`src/jtx_pkg.sv`:
```
/*
 Constants shared by both ends of the serial converter link:
 control characters, register offsets, field positions, reset values.
 Assumes octet-wide symbols per lane ahead of an external 8b/10b encoder.
*/
package jtx_pkg;
  localparam int unsigned LANES_DEF = 3;
  localparam int unsigned ILA_MFRAMES = 4;
  // Control characters, carried with the k flag set
  localparam logic [7:0] K_COMMA = 8'hbc;
  localparam logic [7:0] K_MF_START = 8'h1c;
  localparam logic [7:0] K_MF_END = 8'h7c;
  localparam logic [7:0] K_CFG_MARK = 8'h9c;
  localparam logic [7:0] K_FR_END = 8'hfc;
  // Device register offsets
  localparam logic [7:0] REG_STATUS = 8'h02;
  localparam logic [7:0] REG_FRAME = 8'h70;
  localparam logic [7:0] REG_MFRAME = 8'h71;
  localparam logic [7:0] REG_LINK = 8'h72;
  localparam logic [7:0] REG_SYNCPIN = 8'h77;
  localparam logic [7:0] REG_TEST = 8'hc0;
  // Reset values; frame and multiframe lengths stored as value minus one
  localparam logic [7:0] FRAME_RST = 8'h01;
  localparam logic [7:0] MFRAME_RST = 8'h08;
  localparam logic [7:0] LINK_RST = 8'h00;
  localparam logic [7:0] TEST_RST = 8'h00;
  // Link control field positions
  localparam int unsigned LINK_SCR_EN = 0;
  localparam int unsigned LINK_LSYNC = 1;
  // Test control field positions
  localparam int unsigned TEST_EN = 7;
  localparam int unsigned TEST_LINK = 4;
  localparam int unsigned TEST_KIND = 0;
  localparam logic [6:0] PRBS_SEED = 7'h7f;
  localparam logic [14:0] SCR_SEED = 15'h7fff;
  localparam logic [13:0] TP_FIXED = 14'h2aaa;
  // Lane rate in ten-thousandths of the sample clock per mode
  localparam int unsigned RATE_EFF3_X1E4 = 58333;
  localparam int unsigned RATE_EFF2_X1E4 = 87500;
  localparam int unsigned RATE_SIMPLE_X1E4 = 100000;
  localparam int unsigned TAIL_BITS = 2;
  // Controller register offsets on the AXI side
  localparam logic [3:0] AXI_CTRL = 4'h0;
  localparam logic [3:0] AXI_STATUS = 4'h4;
  localparam logic [3:0] AXI_CFG = 4'h8;
  localparam logic [3:0] AXI_CFG_RD = 4'hc;
  localparam int unsigned CGS_COUNT = 4;
  localparam logic [1:0] RESP_OK = 2'b00;
  localparam logic [1:0] RESP_ERR = 2'b10;
endpackage

```
`src/jtx_link_if.sv`:
```
/*
 Link between the transmitter and the receiver end: per lane octet
 and control flag, the active-low sync request, and a byte-wide
 configuration port into the transmitter registers.
*/
`timescale 1ns/1ps
interface jtx_link_if #(
  parameter int unsigned LANES = 3
);
  logic                        sync_n;
  logic [LANES-1:0][7:0]       lane_data;
  logic [LANES-1:0]            lane_k;
  logic                        cfg_we;
  logic [7:0]                  cfg_addr;
  logic [7:0]                  cfg_wdata;
  logic [7:0]                  cfg_rdata;
  modport dev (input sync_n, cfg_we, cfg_addr, cfg_wdata,
               output lane_data, lane_k, cfg_rdata);
  modport rcv (output sync_n, cfg_we, cfg_addr, cfg_wdata,
               input lane_data, lane_k, cfg_rdata);
endinterface

```
`src/jtx_tx_end.sv`:
```
/*
 Transmitter end: sync handling, alignment sequence, octet packing,
 scrambler, end-of-frame substitution and test patterns.
 Assumes one octet per lane per clock into an external 8b/10b encoder,
 and a sample that is valid on every clock.
*/
`timescale 1ns/1ps
module jtx_tx_end #(
  parameter int unsigned LANES = jtx_pkg::LANES_DEF
) (
  input  wire logic        CLK_IN,
  input  wire logic        SYS_RST_IN,
  input  wire logic [13:0] SAMPLE_IN,
  output logic             DIVRST_OUT,
  jtx_link_if.dev          link
);
  if (LANES < 1 || LANES > 4) $error("jtx_tx_end: LANES must be 1 to 4");

  typedef enum logic [1:0] {
    ST_CGS  = 2'b00,
    ST_ILA  = 2'b01,
    ST_DATA = 2'b10
  } jtx_st_e;

  typedef struct packed {
    jtx_st_e                 st;
    logic [7:0]              oct;
    logic [7:0]              frm;
    logic [7:0]              pos;
    logic [1:0]              mf;
    logic [LANES-1:0][14:0]  scr;
    logic [LANES-1:0][7:0]   last;
    logic [LANES-1:0][7:0]   dout;
    logic [LANES-1:0]        kout;
    logic [13:0]             ramp;
    logic [6:0]              prbs;
    logic [7:0]              f_enc;
    logic [7:0]              k_enc;
    logic [7:0]              lctl;
    logic [7:0]              spin;
    logic [7:0]              test;
    logic [7:0]              rdata;
    logic                    sync_q;
    logic                    divrst;
  } jtx_tx_s;

  jtx_tx_s r;
  jtx_tx_s next_r;

  // Self-synchronising 1 + x^14 + x^15, MSB first
  function automatic logic [22:0] scr_step(input logic [14:0] s, input logic [7:0] d);
    logic [14:0] t;
    logic [7:0]  o;
    logic        b;
    t = s;
    o = 8'h00;
    for (int j = 7; j >= 0; j--) begin
      b = d[j] ^ t[14] ^ t[13];
      t = {t[13:0], b};
      o[j] = b;
    end
    return {t, o};
  endfunction

  // x^7 + x^6 + 1, eight steps per octet
  function automatic logic [14:0] prbs_step(input logic [6:0] p);
    logic [6:0] t;
    logic [7:0] o;
    logic       b;
    t = p;
    o = 8'h00;
    for (int j = 7; j >= 0; j--) begin
      b = t[6] ^ t[5];
      t = {t[5:0], b};
      o[j] = b;
    end
    return {t, o};
  endfunction

  logic        eff_sync;
  logic        release_ev;
  logic        fr_end;
  logic        mf_end;
  logic [13:0] smp;
  logic [7:0]  d;
  logic [22:0] sres;
  logic [14:0] pres;
  logic        k;

  always_comb begin
    next_r = r;
    eff_sync = 1'b1;
    release_ev = 1'b0;
    fr_end = 1'b0;
    mf_end = 1'b0;
    smp = 14'h0000;
    d = 8'h00;
    sres = 23'h000000;
    pres = 15'h0000;
    k = 1'b0;
    next_r.divrst = 1'b0;

    if (link.cfg_we) begin
      case (link.cfg_addr)
        jtx_pkg::REG_FRAME:   next_r.f_enc = link.cfg_wdata;
        jtx_pkg::REG_MFRAME:  next_r.k_enc = link.cfg_wdata;
        jtx_pkg::REG_LINK:    next_r.lctl = link.cfg_wdata;
        jtx_pkg::REG_SYNCPIN: next_r.spin = link.cfg_wdata;
        jtx_pkg::REG_TEST:    next_r.test = link.cfg_wdata;
        default: ;
      endcase
    end
    case (link.cfg_addr)
      jtx_pkg::REG_STATUS:  next_r.rdata = {6'h00, r.st};
      jtx_pkg::REG_FRAME:   next_r.rdata = r.f_enc;
      jtx_pkg::REG_MFRAME:  next_r.rdata = r.k_enc;
      jtx_pkg::REG_LINK:    next_r.rdata = r.lctl;
      jtx_pkg::REG_SYNCPIN: next_r.rdata = r.spin;
      jtx_pkg::REG_TEST:    next_r.rdata = r.test;
      default:              next_r.rdata = 8'h00;
    endcase

    // Sync pin doubles as divider reset only when configured
    if (r.spin[0]) begin
      next_r.divrst = r.sync_q & ~link.sync_n;
    end else begin
      eff_sync = link.sync_n;
    end
    next_r.sync_q = link.sync_n;
    release_ev = eff_sync & ~r.sync_q & ~r.spin[0];

    fr_end = (r.oct == r.f_enc);
    mf_end = fr_end && (r.frm == r.k_enc);
    if (fr_end) begin
      next_r.oct = 8'h00;
      next_r.frm = mf_end ? 8'h00 : r.frm + 8'h01;
    end else begin
      next_r.oct = r.oct + 8'h01;
    end
    next_r.pos = mf_end ? 8'h00 : r.pos + 8'h01;

    // Pattern ramp counts once per frame
    if (fr_end) begin
      next_r.ramp = r.ramp + 14'h0001;
    end
    pres = prbs_step(r.prbs);
    next_r.prbs = pres[14:8];
    smp = SAMPLE_IN;
    if (r.test[jtx_pkg::TEST_EN] && !r.test[jtx_pkg::TEST_LINK]) begin
      smp = r.test[jtx_pkg::TEST_KIND] ? jtx_pkg::TP_FIXED : r.ramp;
    end

    for (int i = 0; i < LANES; i++) begin
      d = 8'h00;
      k = 1'b0;
      case (r.st)
        ST_CGS: begin
          d = jtx_pkg::K_COMMA;
          k = 1'b1;
        end
        ST_ILA: begin
          if (r.pos == 8'h00) begin
            d = jtx_pkg::K_MF_START;
            k = 1'b1;
          end else if (mf_end) begin
            d = jtx_pkg::K_MF_END;
            k = 1'b1;
          end else if (r.mf == 2'd1 && r.pos == 8'h01) begin
            d = jtx_pkg::K_CFG_MARK;
            k = 1'b1;
          end else if (r.mf == 2'd1 && r.pos < 8'h06) begin
            case (r.pos[2:0])
              3'd2:    d = 8'(i);
              3'd3:    d = r.f_enc;
              3'd4:    d = r.k_enc;
              default: d = {r.lctl[1:0], 6'(LANES - 1)};
            endcase
          end else begin
            d = r.pos;
          end
          sres = scr_step(r.scr[i], d);
          next_r.scr[i] = sres[22:8];
        end
        ST_DATA: begin
          // Even octets carry the high bits, odd ones the rest plus tail
          d = r.oct[0] ? {smp[5:0], 2'b00} : smp[13:6];
          sres = scr_step(r.scr[i], d);
          next_r.scr[i] = sres[22:8];
          if (r.lctl[jtx_pkg::LINK_SCR_EN]) begin
            d = sres[7:0];
          end
          if (r.test[jtx_pkg::TEST_EN] && r.test[jtx_pkg::TEST_LINK]) begin
            d = r.test[jtx_pkg::TEST_KIND] ? jtx_pkg::K_COMMA : pres[7:0];
            k = r.test[jtx_pkg::TEST_KIND];
          end else if (fr_end) begin
            next_r.last[i] = d;
            if (d == r.last[i]) begin
              k = 1'b1;
              d = (mf_end && r.lctl[jtx_pkg::LINK_LSYNC]) ? jtx_pkg::K_MF_END
                                                           : jtx_pkg::K_FR_END;
            end
          end
        end
        default: begin
          d = jtx_pkg::K_COMMA;
          k = 1'b1;
        end
      endcase
      next_r.dout[i] = d;
      next_r.kout[i] = k;
    end

    case (r.st)
      ST_CGS: begin
        if (release_ev) begin
          // Fixed pipeline from the release edge for multi-chip alignment
          next_r.st = ST_ILA;
          next_r.oct = 8'h00;
          next_r.frm = 8'h00;
          next_r.pos = 8'h00;
          next_r.mf = 2'd0;
          next_r.ramp = 14'h0000;
          next_r.prbs = jtx_pkg::PRBS_SEED;
          for (int i = 0; i < LANES; i++) begin
            next_r.scr[i] = jtx_pkg::SCR_SEED;
            next_r.last[i] = 8'h00;
          end
        end
      end
      ST_ILA: begin
        if (mf_end) begin
          next_r.mf = r.mf + 2'd1;
          if (r.mf == 2'(jtx_pkg::ILA_MFRAMES - 1)) begin
            next_r.st = ST_DATA;
          end
        end
      end
      ST_DATA: ;
      default: next_r.st = ST_CGS;
    endcase
    if (!eff_sync) begin
      next_r.st = ST_CGS;
    end
  end

  always_ff @(posedge CLK_IN) begin
    if (SYS_RST_IN) begin
      r <= '0;
      r.f_enc <= jtx_pkg::FRAME_RST;
      r.k_enc <= jtx_pkg::MFRAME_RST;
      r.lctl <= jtx_pkg::LINK_RST;
      r.test <= jtx_pkg::TEST_RST;
      r.prbs <= jtx_pkg::PRBS_SEED;
      r.sync_q <= 1'b0;
    end else begin
      r <= next_r;
    end
  end

  assign link.lane_data = r.dout;
  assign link.lane_k = r.kout;
  assign link.cfg_rdata = r.rdata;
  assign DIVRST_OUT = r.divrst;
endmodule

```
`src/flat_wrapper.sv`:
```
// flat-port wrapper written by rule: the top's interface ports become plain ports
module jtx_tx_end_flat 
#(
  parameter int unsigned LANES = jtx_pkg::LANES_DEF
)
  (CLK_IN, SYS_RST_IN, SAMPLE_IN, DIVRST_OUT, link_sync_n, link_cfg_we, link_cfg_addr, link_cfg_wdata, link_lane_data, link_lane_k, link_cfg_rdata);
  jtx_link_if #(.LANES(LANES)) link_i ();
  input  wire logic CLK_IN;
  input  wire logic SYS_RST_IN;
  input  wire logic [13:0] SAMPLE_IN;
  output logic DIVRST_OUT;
  input wire logic [$bits(link_i.sync_n)-1:0] link_sync_n;
  input wire logic [$bits(link_i.cfg_we)-1:0] link_cfg_we;
  input wire logic [$bits(link_i.cfg_addr)-1:0] link_cfg_addr;
  input wire logic [$bits(link_i.cfg_wdata)-1:0] link_cfg_wdata;
  output wire logic [$bits(link_i.lane_data)-1:0] link_lane_data;
  output wire logic [$bits(link_i.lane_k)-1:0] link_lane_k;
  output wire logic [$bits(link_i.cfg_rdata)-1:0] link_cfg_rdata;
  assign link_i.sync_n = link_sync_n;
  assign link_i.cfg_we = link_cfg_we;
  assign link_i.cfg_addr = link_cfg_addr;
  assign link_i.cfg_wdata = link_cfg_wdata;
  assign link_lane_data = link_i.lane_data;
  assign link_lane_k = link_i.lane_k;
  assign link_cfg_rdata = link_i.cfg_rdata;
  jtx_tx_end #(.LANES(LANES)) u_core (.CLK_IN(CLK_IN), .SYS_RST_IN(SYS_RST_IN), .SAMPLE_IN(SAMPLE_IN), .DIVRST_OUT(DIVRST_OUT), .link(link_i));
endmodule
```
`config.mk`:
```
export PLATFORM = sky130hd
export DESIGN_NAME = jtx_tx_end_flat
export DESIGN_NICKNAME = d
export VERILOG_FILES = /design/src/jtx_pkg.sv /design/src/jtx_link_if.sv /design/src/jtx_tx_end.sv /design/src/flat_wrapper.sv
export SDC_FILE = /design/constraint.sdc
export NUM_CORES = 1
export LEC_CHECK = 0
export BUFFER_PORTS_ARGS = -buffer_cell sky130_fd_sc_hd__buf_2
export CAP_MARGIN = 20
export CORE_MARGIN = 2
export CORE_UTILIZATION = 62
export DETAILED_ROUTE_END_ITERATION = 10
export GPL_ROUTABILITY_DRIVEN = 0
export PLACE_DENSITY = 0.88
export SLEW_MARGIN = 20
export SYNTH_ARGS = -nofsm -noshare
export SYNTH_HDL_FRONTEND = slang
export SYNTH_SLANG_ARGS = --single-unit
```
`constraint.sdc`:
```
create_clock -name CLK_IN -period 6.4 [get_ports CLK_IN]
set_clock_uncertainty 0.15 [all_clocks]
set_input_delay 0.96 -clock CLK_IN [delete_from_list [all_inputs] [get_ports CLK_IN]]
set_output_delay 0.96 -clock CLK_IN [all_outputs]
set_load 0.02 [all_outputs]
```
==> out/qor.txt, run 1 <==
Setup WS post-layout - 2.86 ns
TritonCTS clock tree - done
FP Rows - 47
Synth area leaders - dfxtp_1 (37%), xnor2_1 (7.2%), xor2_1 (5.4%)
post-synthesis mux area share - 2.86%
Post-Syn Instances - 1221
initial antenna violation count - 0
FF+latch count, synth - 195
Post-route DRC - 0
largest net degree at the start of global routing - 64
pins over their slew limit - 0
clock root cell - clkbuf_16
Seq pwr share - 45.4%
Int Power - 0.00201 W
dpl ws - 2.96 ns
wire length per cell - 19.3 um
via count - 9201
status - finished clean
die height - 135 um
area post-placement - 10800 um^2
fillcell total - 1233
I/O Pins - 70
Design Power - 0.00292 W
Layout area overhead - 7.26%
vias in the first global route - 8704
Leak Pwr - 4.47 nW
Pre-antenna DRT Iters - 9
async set or reset register ratio after synthesis - 0%
post-synth top area cell - dfxtp_1
slew margin rel. - 25.8%
clock power share - 36.9%
Post-CTS Setup Inserts - 0
Tot GR Track Use - 31.1%
Final nets - 1263
die width - 135 um
WL final - 28.0 mm
Switching Share - 31.1%
PostCTS Resize Cnt - 0
worst hold path type - reg2reg
fin crit share - 55.3%
Compound-Gate Fraction of Synth Area - 15.7%
Worst IR Drop VDD - 0.226 mV
slew at the pin with the worst max-slew slack - 1.11 ns
CTS sink count - 195
final hold slack - 0.307 ns
Yosys cell types - 78
ant diodes - 0
RSZ-0062 raised after global routing - no
gr ovfl total - 0
power per cell area - 256 nW/um^2
register clock-pin slew on the reported worst setup and hold paths - 0.08 ns
crit path kind - reg2reg
design area - 11400 um^2
Routed Antenna Nets - 0
NetSw - 0.000909 W
Final Hold Viols - 0
worst-case clock buffer depth - 2
Synth Warn # - 0
initial DRC count - 1129
Post-Synthesis Cell Area - 10600 um^2
Critical Path RT - 6.55 ns
area share of the largest cell type after synthesis - 36.7%
clk_lat worst skew - 0.44 ns
adder-cell share of the synthesized area - 1.53%
crit path time final - 3.54 ns
I/O Buffers - 69
f_max - 283 MHz
Synth Area in Simple Gates - 20.2%
Setup violations, final - 0
first-pass GRT wire length - 44.7 mm
setup TNS - 0 ns
Syn Nets - 1268
Post-synth EDFFs - 0
via/cell ratio - 6.35
H-tree depth - 4
Seq/Total Area, Yosys - 36.7%
layout cells sized above 1 - 12.1%
ys flop type - dfxtp_1
Post-synth top cells - dfxtp_1 (195), nor2_1 (134), a21oi_1 (113)
crit path capture type - register
Post-Synth XOR/XNOR Area - 17.0%
Startpoint Class - register
TritonCTS Buffers - 17
Arrival @ worst endpoint - 3.69 ns
Initial Util - 63.7%
CORE AREA - 16700 um^2
largest family of logic cells by synthesized area - simple AND/OR/NAND/NOR gates
Combinational Power Share - 17.8%
Post-CTS Hold Buffers - 0
Max Cap Violations - 0
DP HPWL - 18.9 mm
CP max FO - 20
most numerous cell in the Yosys netlist - dfxtp_1
Syn Area/Cell - 8.71 um^2
die area - 18200 um^2
critical path, stage by stage, from the launching register on:
cell      delay, ns
dfxtp_1        1.00
xnor2_1        0.24
nand4_1        0.26
nor2_1         0.83
nand2_1        0.24
nor4b_4        0.37
and2_4         0.23
o311ai_2       0.08
layer usage:
metal,GRT usage [%],vias to the layer above,wire length (um)
met5,0,-,0
met4,11.4,0,1020
met3,7.39,101,2850
met2,49.0,559,12600
met1,41.6,4319,11400
li1,-,4222,-
power by group through the flow:
| stage | clock network [W] | logic (W) | registers, W |
|---|---|---|---|
| 4_1_cts | 0.00108 | 0.000507 | 0.00132 |
| 3_5_place_dp | 0 | 0.000498 | 0.00135 |
| 3_3_place_gp | 0 | 0.000485 | 0.00135 |
| 5_1_grt | 0.00113 | 0.000556 | 0.00133 |
| 6_report | 0.00108 | 0.000518 | 0.00132 |
| 2_1_floorplan | 0 | 0.000412 | 0.00133 |
state kept, by name (all words and copies together) (netlist names):
signal                 count
u_core.link.lane_k         3
u_core.link.cfg_rdata      8
u_core.DIVRST_OUT          1
u_core.link.lane_data     24
u_core.r                 159
per-stage QoR:
stage	util, %	instances
4_1_cts	68.3	1449
6_report	68.3	1449
3_3_place_gp	64.7	1417
3_5_place_dp	64.7	1417
5_1_grt	68.3	1449
2_1_floorplan	-	1221
cell usage in the layout, fill, tap and decap left out, types with 15 or more instances in the layout:
| master | instances |
|---|---|
| nor3_1 | 34 |
| a221oi_1 | 23 |
| nor2_1 | 134 |
| inv_1 | 15 |
| mux2i_1 | 22 |
| clkbuf_16 | 17 |
| nand2_1 | 104 |
| nand3_1 | 51 |
| a31oi_1 | 23 |
| buf_2 | 69 |
| dfxtp_1 | 195 |
| a21oi_1 | 113 |
| xnor2_1 | 88 |
| nand2b_1 | 15 |
| buf_4 | 15 |
| nor2b_1 | 35 |
| xor2_1 | 65 |
layout make-up:
class	count	area (um^2)	area share, %
clock buffer	17	425	3.73
clock inverter	15	180	1.58
inverter	15	56.3	0.494
multi-input combinational	903	6110	53.5
sequential	195	3900	34.2
tap	220	275	2.41
timing repair buffer	84	458	4.02
kinds of logic (layout without fill, tap and decap cells):
kind of cell / Yosys count / after routing
and+or+nand+nor: 438 / 438
xor gates and xnor gates: 173 / 173
buffers and inverters: 123 / 131
DFF: 195 / 195
AOI/OAI and AO/OA: 250 / 250
muxes: 29 / 29
adders and majority gates: 13 / 13
final timing paths:
check	startpoint	to	slack [ns]	cells past startpoint
worst max-delay path	u_core.r[185]	u_core.link.lane_data[15]	2.86	7
worst min-delay path	u_core.r[12]	u_core.r[12]	0.31	2
worst max register to register	u_core.r[185]	u_core.link.lane_data[15]	2.86	7
worst min register to register	u_core.r[12]	u_core.r[12]	0.31	2
(Power assumes the default switching activity.)
==> run 2: changes to the inputs <==
--- a/config.mk
+++ b/config.mk
@@ -8,10 +8,10 @@
 export BUFFER_PORTS_ARGS = -buffer_cell sky130_fd_sc_hd__buf_2
 export CAP_MARGIN = 20
 export CORE_MARGIN = 2
-export CORE_UTILIZATION = 62
+export CORE_UTILIZATION = 55
 export DETAILED_ROUTE_END_ITERATION = 10
 export GPL_ROUTABILITY_DRIVEN = 0
-export PLACE_DENSITY = 0.88
+export PLACE_DENSITY = 0.83
 export SLEW_MARGIN = 20
 export SYNTH_ARGS = -nofsm -noshare
 export SYNTH_HDL_FRONTEND = slang
==> constraint.sdc (replaced) <==
create_clock -name CLK_IN -period 3.2 [get_ports CLK_IN]
set_clock_uncertainty 0.15 [all_clocks]
set_input_delay 0.48 -clock CLK_IN [delete_from_list [all_inputs] [get_ports CLK_IN]]
set_output_delay 0.48 -clock CLK_IN [all_outputs]
set_load 0.02 [all_outputs]
==> run 2 against run 1 <==
Core utilization decreased by 6.7 points. Largest power group unchanged. Sequential share of layout area decreased by 0.55 points. Clock-buffer cell count increased by 1. Largest cell class unchanged. Non-clock buffer count increased by 10. Sequential power increased by 100%. Final area increased by 1.6%. Critical endpoint is now u_core.r[155]. Total power increased by 100%.
==> out/qor.txt, run 2 (synthesis results as in run 1) <==
leading cell type in the layout, fill and taps excluded - dfxtp_1
slew margin rel. - 31.0%
Final nets - 1273
Leak Pwr - 4.53 nW
gr ovfl total - 0
I/O Pins - 70
clock root cell - clkbuf_16
worst hold path type - in2reg
slowest stage delay, CP - 0.42 ns
design area - 11600 um^2
wire length per cell - 18.2 um
Startpoint Class - register
CP Cell Sequence - inv_1 -> ha_1 -> o21bai_1 -> a21oi_1 -> a31oi_1 -> nand3_1 -> xnor2_1 -> a221oi_1 -> nor3_1
first-pass GRT wire length - 43.3 mm
pins over their slew limit - 0
Routed Antenna Nets - 0
Setup violations, final - 0
crit path time final - 2.92 ns
CORE AREA - 18800 um^2
register clock-pin slew on the reported worst setup and hold paths - 0.09 ns
H-tree depth - 4
ant diodes - 0
setup TNS - 0 ns
Critical Path Stages - 9
final hold slack - 0.0893 ns
die height - 143 um
Arrival @ worst endpoint - 3.09 ns
die area - 20500 um^2
via count - 9028
Critical Path RT - 3.37 ns
fillcell total - 1512
layout cells sized above 1 - 12.9%
initial antenna violation count - 0
Final Hold Viols - 0
fin crit share - 91.1%
crit path kind - reg2reg
die width - 143 um
slew at the pin with the worst max-slew slack - 1.03 ns
Layout area overhead - 9.00%
worst-case clock buffer depth - 2
RSZ-0062 raised after global routing - no
Biggest register - u_core.r
Post-route DRC - 0
I/O Buffers - 69
Worst IR Drop VDD - 0.353 mV
Worst Path Buf+Inv - 1
crit path capture type - register
CTS sink count - 195
FP Rows - 50
DP HPWL - 19.5 mm
Post-CTS Hold Buffers - 0
Pre-antenna DRT Iters - 5
Max Cap Violations - 0
CP max FO - 6
commonest cells after routing, fill and taps aside - dfxtp_1 (195), nor2_1 (134), a21oi_1 (113)
vias in the first global route - 8315
largest net degree at the start of global routing - 63
Hold Crit Depth - 2
area post-placement - 11000 um^2
Initial Util - 56.5%
TritonCTS Buffers - 17
Slowest cell on crit path - dfxtp_1
TritonCTS clock tree - done
initial DRC count - 903
cell family contributing the most delay on the critical path - compound AO/OA/AOI/OAI gates
max reg flops - 159
path depth of the worst reg2reg path - 9
status - finished clean
Tot GR Track Use - 26.9%
f_max - 343 MHz
WL final - 27.3 mm
via/cell ratio - 6.02
power per cell area - 509 nW/um^2
clk_lat worst skew - 0.46 ns
==> run 2: final timing paths <==
| path | from | to | slack, ns |
|---|---|---|---|
| worst min-delay path | link_sync_n | u_core.DIVRST_OUT | 0.09 |
| worst min register to register | u_core.r[21] | u_core.r[21] | 0.31 |
| worst max-delay path | u_core.r[169] | u_core.r[155] | 0.28 |
| worst max register to register | u_core.r[169] | u_core.r[155] | 0.28 |
==> run 2: final cells by class <==
cell class	instances	area, um^2	share of cell area, %
Inverter	15	56.3	0.486
Multi-Input combinational cell	903	6120	52.8
Sequential cell	195	3900	33.7
Tap cell	260	325	2.81
Clock buffer	18	439	3.79
Timing Repair Buffer	94	561	4.84
Clock inverter	14	184	1.59
==> run 2: repair_timing <==
action	in CTS	in global routing
setup endpoints to repair	0	1
setup buffers	0	0
gates resized for setup	0	1
hold endpoints to repair	0	0
==> run 2: metal layers <==
layer	vias to the layer above	share of wire, %	track usage, %
li1	4244	-	-
met1	4311	43	37.0
met2	424	45	42.1
met3	49	8.8	5.03
met4	0	2.2	10.0
met5	-	0	0
==> run 2: report_power, final <==
part	switching, W	internal [W]	total (W)	leakage [nW]
registers	0.0000941	0.00254	0.00264	1.59
clock network	0.00111	0.00109	0.00219	0.298
logic	0.000634	0.000433	0.00107	2.64
==> run 2: stage by stage <==
step / util, % / instances / setup WS, ns / power, W
5_1_grt: 61.5 / 1499 / 0.0754 / 0.00610
3_3_place_gp: 58.2 / 1467 / 0.415 / 0.00370
6_report: 61.5 / 1499 / 0.283 / 0.00590
3_5_place_dp: 58.2 / 1467 / 0.352 / 0.00373
4_1_cts: 61.5 / 1499 / 0.337 / 0.00589
2_1_floorplan: - / 1221 / 0.753 / 0.00349
